<file path="src/hw/lsec_defs.vh">
// Purpose: Constants for the load/store event classifier
// Assumes: Included by every design file of the classifier
// Notes: Event numbers are 16 bits; bit indices address the strobe vector
`ifndef LSEC_DEFS_VH
`define LSEC_DEFS_VH

// Event numbers
`define LSEC_EVT_SIMD_VEC_LDST 16'h8084
`define LSEC_EVT_SIMD_VEC_LOAD 16'h8085
`define LSEC_EVT_SIMD_VEC_STORE 16'h8086
`define LSEC_EVT_PREFETCH 16'h8087
`define LSEC_EVT_GPR_ACCESS 16'h8088
`define LSEC_EVT_GPR_LOAD 16'h8089
`define LSEC_EVT_GPR_STORE 16'h808a
`define LSEC_EVT_GPR_PREFETCH 16'h808b
`define LSEC_EVT_FP_ACCESS 16'h808c
`define LSEC_EVT_FP_LOAD 16'h808d
`define LSEC_EVT_FP_STORE 16'h808e
`define LSEC_EVT_WREG_ACCESS 16'h8090
`define LSEC_EVT_WREG_LOAD 16'h8091
`define LSEC_EVT_WREG_STORE 16'h8092
`define LSEC_EVT_PREG_ACCESS 16'h8094
`define LSEC_EVT_PREG_LOAD 16'h8095
`define LSEC_EVT_PREG_STORE 16'h8096
`define LSEC_EVT_VREG_ACCESS 16'h8098
`define LSEC_EVT_VREG_LOAD 16'h8099
`define LSEC_EVT_VREG_STORE 16'h809a
`define LSEC_EVT_CONTIG_ACCESS 16'h809c
`define LSEC_EVT_CONTIG_LOAD 16'h809d
`define LSEC_EVT_CONTIG_STORE 16'h809e
`define LSEC_EVT_CONTIG_PREFETCH 16'h809f
`define LSEC_EVT_NT_ACCESS 16'h80a0
`define LSEC_EVT_NT_LOAD 16'h80a1
`define LSEC_EVT_NT_STORE 16'h80a2
`define LSEC_EVT_MANY_ACCESS 16'h80a4
`define LSEC_EVT_MANY_LOAD 16'h80a5
`define LSEC_EVT_MANY_STORE 16'h80a6
`define LSEC_EVT_MWIDE_ACCESS 16'h80a8
`define LSEC_EVT_MWIDE_LOAD 16'h80a9
`define LSEC_EVT_MWIDE_STORE 16'h80aa
`define LSEC_EVT_GATHER_SCATTER 16'h80ac

// Strobe vector layout
`define LSEC_NUM_EVENTS 34
`define LSEC_B_SIMD_VEC_LDST 0
`define LSEC_B_SIMD_VEC_LOAD 1
`define LSEC_B_SIMD_VEC_STORE 2
`define LSEC_B_PREFETCH 3
`define LSEC_B_GPR_ACCESS 4
`define LSEC_B_GPR_LOAD 5
`define LSEC_B_GPR_STORE 6
`define LSEC_B_GPR_PREFETCH 7
`define LSEC_B_FP_ACCESS 8
`define LSEC_B_FP_LOAD 9
`define LSEC_B_FP_STORE 10
`define LSEC_B_WREG_ACCESS 11
`define LSEC_B_WREG_LOAD 12
`define LSEC_B_WREG_STORE 13
`define LSEC_B_PREG_ACCESS 14
`define LSEC_B_PREG_LOAD 15
`define LSEC_B_PREG_STORE 16
`define LSEC_B_VREG_ACCESS 17
`define LSEC_B_VREG_LOAD 18
`define LSEC_B_VREG_STORE 19
`define LSEC_B_CONTIG_ACCESS 20
`define LSEC_B_CONTIG_LOAD 21
`define LSEC_B_CONTIG_STORE 22
`define LSEC_B_CONTIG_PREFETCH 23
`define LSEC_B_NT_ACCESS 24
`define LSEC_B_NT_LOAD 25
`define LSEC_B_NT_STORE 26
`define LSEC_B_MANY_ACCESS 27
`define LSEC_B_MANY_LOAD 28
`define LSEC_B_MANY_STORE 29
`define LSEC_B_MWIDE_ACCESS 30
`define LSEC_B_MWIDE_LOAD 31
`define LSEC_B_MWIDE_STORE 32
`define LSEC_B_GATHER_SCATTER 33

// Operation class codes on op_class
`define LSEC_CLS_W 4
`define LSEC_CLS_NONE 4'h0
`define LSEC_CLS_GPR 4'h1
`define LSEC_CLS_LINE_ZERO 4'h2
`define LSEC_CLS_SCALAR_PRF 4'h3
`define LSEC_CLS_FP_SCALAR 4'h4
`define LSEC_CLS_SIMD_SINGLE 4'h5
`define LSEC_CLS_SIMD_REPL 4'h6
`define LSEC_CLS_WREG 4'h7
`define LSEC_CLS_PREG 4'h8
`define LSEC_CLS_VREG 4'h9
`define LSEC_CLS_CONTIG 4'ha
`define LSEC_CLS_CONTIG_REPL 4'hb
`define LSEC_CLS_NT 4'hc
`define LSEC_CLS_MULTI_SIMD 4'hd
`define LSEC_CLS_MULTI_WIDE 4'he
`define LSEC_CLS_GATHER 4'hf

// Access kind codes on op_kind
`define LSEC_KIND_W 2
`define LSEC_KIND_LOAD 2'h0
`define LSEC_KIND_STORE 2'h1
`define LSEC_KIND_PRF 2'h2

`endif

</file>
<file path="src/hw/lsec_decode.v">
// Purpose: Decode class and kind of one operation into one-hot flags
// Assumes: Inputs come from logic on the same clock
// Notes: Purely combinational
`default_nettype none
`include "lsec_defs.vh"

module lsec_decode (
  // Operation
  input wire [`LSEC_CLS_W-1:0] op_class,
  input wire [`LSEC_KIND_W-1:0] op_kind,
  // Flags
  output wire [15:0] cls_hot,
  output wire is_load,
  output wire is_store,
  output wire is_prf
);

  genvar g;
  generate
    for (g = 0; g < 16; g = g + 1) begin : g_hot
      // Compared at genvar width so no bits are cut
      assign cls_hot[g] = ({{(32-`LSEC_CLS_W){1'b0}}, op_class} == g);
    end
  endgenerate

  assign is_load = (op_kind == `LSEC_KIND_LOAD);
  assign is_store = (op_kind == `LSEC_KIND_STORE);
  assign is_prf = (op_kind == `LSEC_KIND_PRF);

endmodule
`default_nettype wire

</file>
<file path="src/hw/lsec_event_encode.v">
// Purpose: Encode the lowest asserted strobe into its 16-bit event number
// Assumes: Result registered by the instantiating module
// Notes: Debug aid; the full strobe vector remains authoritative
`default_nettype none
`include "lsec_defs.vh"

module lsec_event_encode (
  // Strobes
  input wire [`LSEC_NUM_EVENTS-1:0] strobes,
  // Result
  output reg [15:0] event_num,
  output wire any_hit
);

  // Lookup of event numbers by strobe index
  function [15:0] num_of;
    input integer idx;
    begin
      case (idx)
        `LSEC_B_SIMD_VEC_LDST: num_of = `LSEC_EVT_SIMD_VEC_LDST;
        `LSEC_B_SIMD_VEC_LOAD: num_of = `LSEC_EVT_SIMD_VEC_LOAD;
        `LSEC_B_SIMD_VEC_STORE: num_of = `LSEC_EVT_SIMD_VEC_STORE;
        `LSEC_B_PREFETCH: num_of = `LSEC_EVT_PREFETCH;
        `LSEC_B_GPR_ACCESS: num_of = `LSEC_EVT_GPR_ACCESS;
        `LSEC_B_GPR_LOAD: num_of = `LSEC_EVT_GPR_LOAD;
        `LSEC_B_GPR_STORE: num_of = `LSEC_EVT_GPR_STORE;
        `LSEC_B_GPR_PREFETCH: num_of = `LSEC_EVT_GPR_PREFETCH;
        `LSEC_B_FP_ACCESS: num_of = `LSEC_EVT_FP_ACCESS;
        `LSEC_B_FP_LOAD: num_of = `LSEC_EVT_FP_LOAD;
        `LSEC_B_FP_STORE: num_of = `LSEC_EVT_FP_STORE;
        `LSEC_B_WREG_ACCESS: num_of = `LSEC_EVT_WREG_ACCESS;
        `LSEC_B_WREG_LOAD: num_of = `LSEC_EVT_WREG_LOAD;
        `LSEC_B_WREG_STORE: num_of = `LSEC_EVT_WREG_STORE;
        `LSEC_B_PREG_ACCESS: num_of = `LSEC_EVT_PREG_ACCESS;
        `LSEC_B_PREG_LOAD: num_of = `LSEC_EVT_PREG_LOAD;
        `LSEC_B_PREG_STORE: num_of = `LSEC_EVT_PREG_STORE;
        `LSEC_B_VREG_ACCESS: num_of = `LSEC_EVT_VREG_ACCESS;
        `LSEC_B_VREG_LOAD: num_of = `LSEC_EVT_VREG_LOAD;
        `LSEC_B_VREG_STORE: num_of = `LSEC_EVT_VREG_STORE;
        `LSEC_B_CONTIG_ACCESS: num_of = `LSEC_EVT_CONTIG_ACCESS;
        `LSEC_B_CONTIG_LOAD: num_of = `LSEC_EVT_CONTIG_LOAD;
        `LSEC_B_CONTIG_STORE: num_of = `LSEC_EVT_CONTIG_STORE;
        `LSEC_B_CONTIG_PREFETCH: num_of = `LSEC_EVT_CONTIG_PREFETCH;
        `LSEC_B_NT_ACCESS: num_of = `LSEC_EVT_NT_ACCESS;
        `LSEC_B_NT_LOAD: num_of = `LSEC_EVT_NT_LOAD;
        `LSEC_B_NT_STORE: num_of = `LSEC_EVT_NT_STORE;
        `LSEC_B_MANY_ACCESS: num_of = `LSEC_EVT_MANY_ACCESS;
        `LSEC_B_MANY_LOAD: num_of = `LSEC_EVT_MANY_LOAD;
        `LSEC_B_MANY_STORE: num_of = `LSEC_EVT_MANY_STORE;
        `LSEC_B_MWIDE_ACCESS: num_of = `LSEC_EVT_MWIDE_ACCESS;
        `LSEC_B_MWIDE_LOAD: num_of = `LSEC_EVT_MWIDE_LOAD;
        `LSEC_B_MWIDE_STORE: num_of = `LSEC_EVT_MWIDE_STORE;
        `LSEC_B_GATHER_SCATTER: num_of = `LSEC_EVT_GATHER_SCATTER;
        default: num_of = 16'h0000;
      endcase
    end
  endfunction

  integer i;
  always @* begin
    event_num = 16'h0000;
    // Highest index scanned first so the lowest wins
    for (i = `LSEC_NUM_EVENTS - 1; i >= 0; i = i - 1) begin
      if (strobes[i]) begin
        event_num = num_of(i);
      end
    end
  end

  assign any_hit = |strobes;

endmodule
`default_nettype wire

</file>
<file path="src/hw/lsec_classifier.v">
// Purpose: Sort speculatively executed memory operations into counting events
// Assumes: One operation per cycle, qualified by op_valid, same clock domain
// Notes: Strobes are registered; one operation may pulse many events
// Functional notes
// - Combined event: all vector/SIMD loads and stores, plus every prefetch.
// - Vector/SIMD loads and stores each get their own event.
// - Prefetch event covers scalar and vector prefetch instructions.
// - GPR access event: GPR loads, GPR stores, scalar prefetch.
// - Line zeroing counting in GPR events fixed by a design parameter.
// - GPR loads and GPR stores counted under separate events.
// - GPR prefetch event counts only the scalar prefetch instruction.
// - FP/SIMD register event: scalar single/pair, SIMD single-structure and replicate.
// - FP/SIMD register accesses split into load and store events.
// - Whole-register vector transfers: combined, load and store events.
// - Predicate register transfers: combined, load and store events.
// - Vector register transfers: combined, load and store events.
// - Contiguous event: predicated contiguous loads, stores, prefetches, replicate loads.
// - Contiguous load event includes replicate and quadword replicate loads.
// - Contiguous store event counts predicated contiguous stores.
// - Contiguous prefetch event counts predicated contiguous prefetches.
// - Non-temporal contiguous accesses: combined, load and store events.
// - Multi-vector structure accesses, any width: combined, load and store.
// - Multi-vector structure accesses, wide only: combined, load and store.
// - Gather/scatter event counts gathers, scatters and gather prefetches.
// - Events count at speculative execution, regardless of later completion.
`default_nettype none
`include "lsec_defs.vh"

module lsec_classifier #(
  parameter LINE_ZERO_COUNTS = 1
) (
  // Clock and reset
  input wire clk,
  input wire rst,
  // Operation from the issue stage
  input wire op_valid,
  input wire [`LSEC_CLS_W-1:0] op_class,
  input wire [`LSEC_KIND_W-1:0] op_kind,
  // Event strobes toward the counters
  output reg [`LSEC_NUM_EVENTS-1:0] event_strobe_q,
  output wire [15:0] first_event_num,
  output wire event_any
);

  wire [15:0] hot;
  wire ld;
  wire st;
  wire pf;
  reg [`LSEC_NUM_EVENTS-1:0] event_strobe_d;
  wire [15:0] first_num_d;
  wire any_d;
  reg [15:0] first_num_q;
  reg any_q;

  lsec_decode u_decode (
    .op_class(op_class),
    .op_kind(op_kind),
    .cls_hot(hot),
    .is_load(ld),
    .is_store(st),
    .is_prf(pf)
  );

  // Class groupings
  wire c_gpr = hot[`LSEC_CLS_GPR];
  // Line zeroing only as a store; other kind codes are refused
  wire c_zero = hot[`LSEC_CLS_LINE_ZERO] & st & (LINE_ZERO_COUNTS != 0);
  wire c_sprf = hot[`LSEC_CLS_SCALAR_PRF] & pf;
  wire c_fps = hot[`LSEC_CLS_FP_SCALAR];
  wire c_sing = hot[`LSEC_CLS_SIMD_SINGLE];
  wire c_srep = hot[`LSEC_CLS_SIMD_REPL];
  wire c_wreg = hot[`LSEC_CLS_WREG];
  wire c_preg = hot[`LSEC_CLS_PREG];
  wire c_vreg = hot[`LSEC_CLS_VREG];
  wire c_cont = hot[`LSEC_CLS_CONTIG];
  wire c_crep = hot[`LSEC_CLS_CONTIG_REPL];
  wire c_nt = hot[`LSEC_CLS_NT];
  wire c_msimd = hot[`LSEC_CLS_MULTI_SIMD];
  wire c_mwide = hot[`LSEC_CLS_MULTI_WIDE];
  wire c_gath = hot[`LSEC_CLS_GATHER];

  // Every vector or SIMD memory class
  wire c_vec = c_fps | c_sing | c_srep | c_wreg | c_preg | c_vreg | c_cont | c_crep |
    c_nt | c_msimd | c_mwide | c_gath;
  // Vector prefetch forms; replicate classes never prefetch
  wire v_prf = pf & (c_cont | c_gath);
  wire ldst = ld | st;
  // Replicate classes have no store form, so a store code there counts nowhere
  wire rep = c_srep | c_crep;
  wire v_ld = c_vec & ld;
  wire v_st = c_vec & st & ~rep;

  always @* begin
    event_strobe_d = {`LSEC_NUM_EVENTS{1'b0}};
    // Valid means issued; completion is not waited for
    if (op_valid) begin
      event_strobe_d[`LSEC_B_SIMD_VEC_LDST] = v_ld | v_st | c_sprf | v_prf;
      event_strobe_d[`LSEC_B_SIMD_VEC_LOAD] = v_ld;
      event_strobe_d[`LSEC_B_SIMD_VEC_STORE] = v_st;
      event_strobe_d[`LSEC_B_PREFETCH] = c_sprf | v_prf;
      // Line zeroing is a store only
      event_strobe_d[`LSEC_B_GPR_ACCESS] = (c_gpr & ldst) | c_sprf | c_zero;
      event_strobe_d[`LSEC_B_GPR_LOAD] = c_gpr & ld;
      event_strobe_d[`LSEC_B_GPR_STORE] = (c_gpr & st) | c_zero;
      event_strobe_d[`LSEC_B_GPR_PREFETCH] = c_sprf;
      event_strobe_d[`LSEC_B_FP_ACCESS] = (c_fps | c_sing) & ldst | (c_srep & ld);
      event_strobe_d[`LSEC_B_FP_LOAD] = (c_fps | c_sing | c_srep) & ld;
      event_strobe_d[`LSEC_B_FP_STORE] = (c_fps | c_sing) & st;
      event_strobe_d[`LSEC_B_WREG_ACCESS] = c_wreg & ldst;
      event_strobe_d[`LSEC_B_WREG_LOAD] = c_wreg & ld;
      event_strobe_d[`LSEC_B_WREG_STORE] = c_wreg & st;
      event_strobe_d[`LSEC_B_PREG_ACCESS] = c_preg & ldst;
      event_strobe_d[`LSEC_B_PREG_LOAD] = c_preg & ld;
      event_strobe_d[`LSEC_B_PREG_STORE] = c_preg & st;
      event_strobe_d[`LSEC_B_VREG_ACCESS] = c_vreg & ldst;
      event_strobe_d[`LSEC_B_VREG_LOAD] = c_vreg & ld;
      event_strobe_d[`LSEC_B_VREG_STORE] = c_vreg & st;
      event_strobe_d[`LSEC_B_CONTIG_ACCESS] = (c_cont & (ldst | pf)) | (c_crep & ld);
      event_strobe_d[`LSEC_B_CONTIG_LOAD] = (c_cont | c_crep) & ld;
      event_strobe_d[`LSEC_B_CONTIG_STORE] = c_cont & st;
      event_strobe_d[`LSEC_B_CONTIG_PREFETCH] = c_cont & pf;
      event_strobe_d[`LSEC_B_NT_ACCESS] = c_nt & ldst;
      event_strobe_d[`LSEC_B_NT_LOAD] = c_nt & ld;
      event_strobe_d[`LSEC_B_NT_STORE] = c_nt & st;
      event_strobe_d[`LSEC_B_MANY_ACCESS] = (c_msimd | c_mwide) & ldst;
      event_strobe_d[`LSEC_B_MANY_LOAD] = (c_msimd | c_mwide) & ld;
      event_strobe_d[`LSEC_B_MANY_STORE] = (c_msimd | c_mwide) & st;
      event_strobe_d[`LSEC_B_MWIDE_ACCESS] = c_mwide & ldst;
      event_strobe_d[`LSEC_B_MWIDE_LOAD] = c_mwide & ld;
      event_strobe_d[`LSEC_B_MWIDE_STORE] = c_mwide & st;
      event_strobe_d[`LSEC_B_GATHER_SCATTER] = c_gath & (ldst | pf);
    end
  end

  // Registered so counters see clean one-cycle pulses
  always @(posedge clk) begin
    if (rst) begin
      event_strobe_q <= {`LSEC_NUM_EVENTS{1'b0}};
      first_num_q <= 16'h0000;
      any_q <= 1'b0;
    end else begin
      event_strobe_q <= event_strobe_d;
      first_num_q <= first_num_d;
      any_q <= any_d;
    end
  end

  // Encoded ahead of the register so the debug outputs come from flip-flops
  lsec_event_encode u_encode (
    .strobes(event_strobe_d),
    .event_num(first_num_d),
    .any_hit(any_d)
  );

  assign first_event_num = first_num_q;
  assign event_any = any_q;

endmodule
`default_nettype wire

</file>
<file path="config.mk">
export PLATFORM = sky130hd
export DESIGN_NAME = lsec_classifier
export DESIGN_NICKNAME = d
export VERILOG_FILES = /design/src/hw/lsec_decode.v /design/src/hw/lsec_event_encode.v /design/src/hw/lsec_classifier.v
export VERILOG_INCLUDE_DIRS = /design/src /design/src/hw
export SDC_FILE = /design/constraint.sdc
export NUM_CORES = 1
export LEC_CHECK = 0
export BUFFER_PORTS_ARGS = -buffer_cell sky130_fd_sc_hd__buf_2
export CAP_MARGIN = 10
export CORE_ASPECT_RATIO = 0.7
export CORE_MARGIN = 2
export CORE_UTILIZATION = 30
export CTS_CLUSTER_SIZE = 40
export DETAILED_ROUTE_END_ITERATION = 16
export PLACE_DENSITY_LB_ADDON = 0.12
export SETUP_SLACK_MARGIN = 0.2
export SYNTH_ARGS = -nofsm -noshare
export SYNTH_HDL_FRONTEND = slang
export SYNTH_SLANG_ARGS = --single-unit
</file>
<file path="constraint.sdc">
create_clock -name clk -period 2.3 [get_ports clk]
set_input_delay 0 -clock clk [delete_from_list [all_inputs] [get_ports clk]]
set_output_delay 0 -clock clk [all_outputs]
set_load 0.03 [all_outputs]
</file>
======== After elaboration in Yosys (flattened, before gate mapping) ========
Cells that the tools add are included.
storage, ports and cells
  flip-flop bits (word level) ............. 51
  bits of input ports ..................... 9
  output and inout port bits .............. 51
operators by class
  equal/unequal tests ..................... 17
  muxes and demuxes ....................... 35
  bitwise operators ....................... 64
  reduce and logical (&&, ||, !) cells .... 8
operator list
  kind                                                                    number
  16-bit two-way mux                                                      34
  34-bit OR reduction                                                     2
  1-bit bitwise AND                                                       37
  34-bit two-way mux                                                      1
  4-bit equality test (second input constant)                             8
  1-bit OR                                                                26
  25-bit OR reduction                                                     1
  4-bit by 3-bit equality test with 1-bit output (second input constant)  4
  12-bit OR reduction                                                     1
  4-bit by 2-bit equality test with 1-bit output (second input constant)  2
  5-bit OR reduction                                                      1
  4-bit by 1-bit equality test with 1-bit output (second input constant)  1
  3-bit OR reduction                                                      1
  2-bit by 1-bit equality test with 1-bit output (second input constant)  1
  2-bit equality test (second input constant)                             1
  2-bit zero test                                                         1
  2-bit OR reduction                                                      1
  1-bit inverter                                                          1

======== Depth between registers and ports, before layout ========
Gate-level depths: netlist of run 1.
  depth after elaboration ................. 52
  depth in mapped cells ................... 5
  mapped depth without buffers ............ 4

======== Hierarchy ========
A second synthesis of run 1 with hierarchy kept.
second synthesis, totals
  cells, all modules ...................... 280
  area, all modules ....................... 2482.4 um^2
by module, submodules not included
  module             instances  cells each  area each (um^2)  seq. area each (um^2)
  lsec_classifier    1          176         1717.9            1021.0
  lsec_event_encode  1          81          521.8             0.0
  lsec_decode        1          23          242.7             0.0

======== Worst setup path after synthesis of run 1 ========
No wires, ideal clock.
  kind .................................... input port to flip-flop
  from .................................... in op_kind[1]
  to ...................................... reg first_num_q[3] (netlist: first_event_num[3])
  arrival ................................. 927 ps
  path slack .............................. 1285 ps
  cell stages on the path ................. 5
  path buffers ............................ 1
  path through ............................ buf_2 -> maj3_2 -> nor3b_2 -> a41oi_1 -> a311oi_2
on the way
  longest elaborated chain between the ends .. 35
ends and longest elaborated chain
  what                                                                                                       line                                          RTL
  from (decl)                                                                                                lsec_classifier.v:38                          input wire [`LSEC_KIND_W-1:0] op_kind,
  2-bit by 1-bit equality test with 1-bit output (no source line) / 2-bit zero test (equally long branches)  -
  1-bit OR                                                                                                   lsec_classifier.v:87                          wire ldst = ld | st;
  1-bit OR                                                                                                   lsec_classifier.v:118, lsec_classifier.v:131
  1-bit bitwise AND                                                                                          lsec_classifier.v:131                         event_strobe_d[`LSEC_B_GATHER_SCATTER] = c_gath & (ldst | pf);
  34-bit two-way mux *                                                                                       lsec_classifier.v:96                          if (op_valid) begin
  16-bit two-way mux (30 in series)                                                                          lsec_event_encode.v:64                        if (strobes[i]) begin
  to (signal assigned)                                                                                       lsec_classifier.v:143                         first_num_q <= first_num_d;
  to (decl)                                                                                                  lsec_classifier.v:52                          reg [15:0] first_num_q;
Mark *: on every way between the ends. The rest lies on a longest branch, timed or not.
A chain may end at the register's enable or synchronous reset.

======== Final worst setup path of run 1 ========
  from .................................... in op_class[1]
  to ...................................... reg first_num_q[3] (netlist: first_event_num[3])
on the way
  longest elaborated chain between the ends .. 33
ends and longest elaborated chain
  what                               line                    RTL
  from (decl)                        lsec_classifier.v:37    input wire [`LSEC_CLS_W-1:0] op_class,
  4-bit equality test                lsec_decode.v:22        assign cls_hot[g] = ({{(32-`LSEC_CLS_W){1'b0}}, op_class} == g);
  1-bit bitwise AND                  lsec_classifier.v:131
  34-bit two-way mux *               lsec_classifier.v:96
  16-bit two-way mux (30 in series)  lsec_event_encode.v:64
Marked as above.

==> flow_metrics.tcl, run 1 <==
set metrics [dict create \
    run_status "completed" \
    setup_tns_ns 0 \
    drive_gt1_share_pct 33.8 \
    final-hold-violation-count 0 \
    async_flop_share_pct 0 \
    setup_violations 0 \
    combPwrFrac_pct 10.3 \
    critical_path.endpoint_type "flip-flop" \
    ys_seq_area_share_pct 56.4 \
    htreeDepth 2 \
    synth-warning-count 0 \
    gr-total-overflow 0 \
    cp_slowest_cell "o311ai_2" \
    min_period_ns 0.975 \
    drtAntennaViolNets 0 \
    seqPwrFrac_pct 55.0 \
    port_buffers 51 \
    core-area_um2 4780 \
    yosys.area.top_type "dfxtp_1" \
    syn_avg_cell_area_um2 10.2 \
    placed_cells 259 \
    grt_use_total_pct 12.3 \
    synth_top_cell_area_share_pct 56.4 \
    grt_pass1_wl_um 5110 \
    fmaxAchievable_mhz 1030 \
    start_kind "input port" \
    synth_area_leaders "dfxtp_1 (56%), buf_4 (5.0%), nor2_1 (4.8%)" \
    rows 21 \
    post-cts-setup-buffer-count 0 \
    wl_um 3150 \
    die_area_um2 5560 \
    vias 1163 \
    min_from "op_class[1]" \
    antenna_found_initial 0 \
    vias_per_cell 4.36 \
    setup_slack_ns 1.32 \
    cp_num_cells 5 \
    swShare_pct 24.7 \
    p_int_mw 1.01 \
    place.gp.congestion 0.854 \
    crit_family "compound AO/OA/AOI/OAI gates" \
    cap_viol_max_count 0 \
    cts.sinks 42 \
    wl_per_cell_um 11.8 \
    path_clk_slew_ns 0.07 \
    start_util_pct 31.2 \
    slew_violations 0 \
    synth_edf_count 0 \
    max_stage_delay_ns 0.43 \
    endpoint "first_event_num[3]" \
    yosys-top-cells-count "dfxtp_1 (42), nor2_1 (19), buf_4 (10), nor3_1 (10), nand2b_1 (7)" \
    diodes 0 \
    dr.pass1.iters 4 \
    min_path_type "input port to flip-flop" \
    drtIter0Drc 77 \
    netlist_instances 146 \
    fin_nets 206 \
    die_w_um 88.3 \
    ys_seq_elements 42 \
    cp-startpoint "op_class[1]" \
    ys_types 41 \
    p_sw_mw 0.333 \
    worst-path-max-fanout 13 \
    grt_pass1_vias 1007 \
    cts_hold_buffers 0 \
    cts_buffers 5 \
    power_leakage_nw 0.845 \
    rsz0062_at_grt "false" \
    worstPathArrival_ns 1.12 \
    cts_tree "done" \
    power.density_nw_per_um2 729 \
    cp_cell_sequence "buf_2, nand2b_1, nor2_1, o311ai_2, a311oi_2" \
    syn_area_um2 1490 \
    post-dp-hpwl_um 2360 \
    grt_max_degree 23 \
    path_class "input port to flip-flop" \
    post_cts_resized 0 \
    synth_most_common_cell "dfxtp_1" \
    synth_top_flop_cell "dfxtp_1" \
    ioPinCount 60 \
    ir_drop_mv 0.237 \
    required_ns 2.45 \
    path_buf_inv 1 \
    cts_root_buf "clkbuf_8" \
    place_ws_ns 1.00 \
    clockBufferDepth 2 \
    synthToLayoutAreaGrowth_pct 24.0 \
    p_clk_share_pct 34.7 \
    drc 0 \
    fin_cells 267 \
    die_h_um 63.0 \
    post-route-period-util_pct 42.4 \
]
worst min path at each step:
stage,endpoint,depth (start not counted)
after floorplan,event_strobe_q[11],1
after global placement,event_strobe_q[10],2
after detailed placement,event_strobe_q[33],3
after CTS,event_strobe_q[10],2
after global routing,event_strobe_q[33],3
final,event_strobe_q[10],2
stage by stage:
step	area (um^2)	power, mW	hold WS, ns	utilization [%]
final	1850	1.35	0.0505	38.7
after global routing	1850	1.41	0.0655	38.7
after CTS	1850	1.36	0.0405	38.7
after detailed placement	1760	0.895	0.356	36.8
after global placement	1760	0.895	0.345	36.8
after floorplan	1530	0.875	0.0803	-
area by class of cell:
type,instances,area [um^2]
clock inverter,1,5.00
clock buffer,7,86.3
sequential,42,841
fill,514,2930
timing repair buffer,51,255
multi-input combinational,97,576
tap,69,86.3
placed cells by master (no fill, tap or decap), types with 2 or more instances in the layout:
master    instances
a21oi_1           5
and2_1            4
buf_2            51
clkbuf_8          6
conb_1           12
dfxtp_1          42
nand2_1           6
nand2b_1          7
nand3_1           2
nand4_1           2
nor2_1           19
nor2b_1           2
nor3_1           10
nor4_1            4
kinds of logic after synthesis:
group	synth area share [%]
flip-flops	56.4
buffers and inverters	7.80
AO/OA/AOI/OAI	7.47
adder cells (fa/ha/maj)	0.755
AND/OR/NAND/NOR	27.3
other	0.251
state kept, by name, summed over array words and instances, names as in the netlist:
register,flops
event_any,1
event_strobe_q,34
first_event_num,7
power by group through the flow:
stage               registers [mW]  clock network [mW]  logic [mW]
floorplan                    0.782                   0      0.0933
detailed placement           0.758                   0       0.138
global placement             0.758                   0       0.137
global route                 0.742               0.521       0.151
CTS                          0.741               0.486       0.138
finish                       0.741               0.468       0.138
routing by layer:
layer | up-vias | track usage, % | share of wire [%]
li1 | 582 | - | -
met1 | 529 | 18.1 | 47
met2 | 47 | 15.3 | 43
met3 | 5 | 4.49 | 8.7
met4 | 0 | 6.25 | 1.7
met5 | - | 0 | 0
Power figures use the tool's default switching activity.
==> inputs of run 2 (changes only) <==
- clock period: 2.3 -> 0.8 ns (I/O delays scaled with it)
==> run 2 against run 1 <==
Worst setup slack got worse by 1.3 ns. Final cell count up 18%. Combinational power increased to 6.1 times the previous value. Sequential power rose to 2.9 times the previous value. Design area grew 60%. Critical path depth shrank 4. Total power grew to 3.2 times the previous value. Die area unchanged. Worst hold slack got worse by 0.00092 ns. Highest routed layer unchanged.
==> flow_metrics.tcl, run 2 (synthesized netlist as in run 1, its figures left out) <==
set metrics [dict create \
    run_status "completed" \
    combPwrFrac_pct 19.4 \
    drtAntennaViolNets 0 \
    diodes 0 \
    core-area_um2 4780 \
    cp_slowest_cell "dfxtp_2" \
    worstPathArrival_ns 0.77 \
    layout_commonest_cell "buf_6" \
    multi_input_area_um2 855 \
    cts_buffers 5 \
    vias 1371 \
    ir_drop_mv 0.545 \
    die_h_um 63.0 \
    fillers 397 \
    drive_gt1_share_pct 78.0 \
    slew_violations 0 \
    power.density_nw_per_um2 1470 \
    place.gp.congestion 0.753 \
    cts_hold_buffers 0 \
    htreeDepth 2 \
    cts.sinks 42 \
    placed_cells 294 \
    p_int_mw 3.23 \
    path_clk_slew_ns 0.07 \
    cp_cell_sequence "buf_6" \
    setup_tns_ns 0 \
    setup_slack_ns 0.0350 \
    die_w_um 88.3 \
    crit_family "flip-flops" \
    clockBufferDepth 2 \
    swShare_pct 26.1 \
    final-hold-violation-count 0 \
    die_area_um2 5560 \
    holdWs_ns 0.0496 \
    grt_pass1_vias 1363 \
    start_kind "flip-flop" \
    cap_viol_max_count 0 \
    post-route-period-util_pct 95.6 \
    post-dp-hpwl_um 2900 \
    wl_per_cell_um 13.0 \
    gr-total-overflow 0 \
    cts_tree "done" \
    dpl-instance-area_um2 2090 \
    rsz0062_at_grt "true" \
    ioPinCount 60 \
    regMostFlops "event_strobe_q" \
    power_leakage_nw 1.26 \
    wl_um 4090 \
    setup_violations 0 \
    vias_per_cell 4.37 \
    grt_pass1_wl_um 6220 \
    port_buffers 51 \
    regArea_um2 892 \
    worst-path-max-fanout 2 \
    max_stage_delay_ns 0.35 \
    most-common-layout-cells "buf_6 (59), dfxtp_2 (41), buf_4 (29), nor2_1 (13), conb_1 (12)" \
    min_period_ns 0.765 \
    p_clk_share_pct 31.5 \
    p_sw_mw 1.14 \
    antenna_found_initial 0 \
    path_class "flip-flop to output port" \
    fin_nets 253 \
    synthToLayoutAreaGrowth_pct 98.8 \
    seqPwrFrac_pct 49.1 \
    grt_use_total_pct 14.8 \
    start_util_pct 31.2 \
    grt_max_degree 14 \
    rows 21 \
    cts_root_buf "clkbuf_8" \
    drtIter0Drc 42 \
    fmaxAchievable_mhz 1310 \
    final_area_um2 2970 \
    largest_register_ffs 34 \
    min_path_type "input port to flip-flop" \
    path_buf_inv 1 \
    fin_cells 314 \
    dr.pass1.iters 4 \
    drc 0 \
    place_ws_ns -0.345 \
    critical_path.endpoint_type "output port" \
    required_ns 0.80 \
]
[run 2: per-stage QoR]
stage | total power, mW | util [%]
after floorplan | 2.56 | -
after global placement | 2.74 | 43.6
after global routing | 4.56 | 62.0
after CTS | 4.32 | 58.6
final | 4.37 | 62.0
after detailed placement | 2.75 | 43.6
[run 2: path summary, 6_finish.rpt]
check	to	slack [ns]	start	cells after the start
setup / recovery	first_event_num[7]	0.03	first_event_num[7]	1
hold / removal	event_strobe_q[8]	0.05	rst	3
[run 2: tightest hold or removal path, delay by kind of cell]
family | cells | cell delay (ns)
AND/OR/NAND/NOR | 1 | 0.05
buffers and inverters | 2 | 0.26
[run 2: power by group through the flow]
stage	clock network (mW)	registers (mW)	logic [mW]
5_1_grt	1.52	2.15	0.894
6_report	1.38	2.14	0.848
3_3_place_gp	0	2.18	0.558
4_1_cts	1.42	2.14	0.764
3_5_place_dp	0	2.18	0.567
2_1_floorplan	0	2.25	0.310
[run 2: routing by layer]
| metal | part of all wire (%) | up-vias | GRT usage, % |
|---|---|---|---|
| met5 | 0 | - | 0 |
| met3 | 4.0 | 7 | 3.57 |
| met4 | 1.5 | 0 | 6.44 |
| met1 | 42 | 652 | 16.8 |
| li1 | - | 675 | - |
| met2 | 52 | 37 | 26.1 |
[run 2: cell type report]
type,count,share of cell area (%)
Clock buffer,6,2.78
Clock inverter,2,0.422
Sequential cell,42,30.1
Tap cell,69,2.91
Multi-Input combinational cell,97,28.8
Timing Repair Buffer,98,35.0
[run 2: repair_timing]
item,CTS,global route
setup endpoints to repair,74,69
setup buffers,8,4
pin swaps,20,20
gates resized for setup,180,27
cloned,0,0
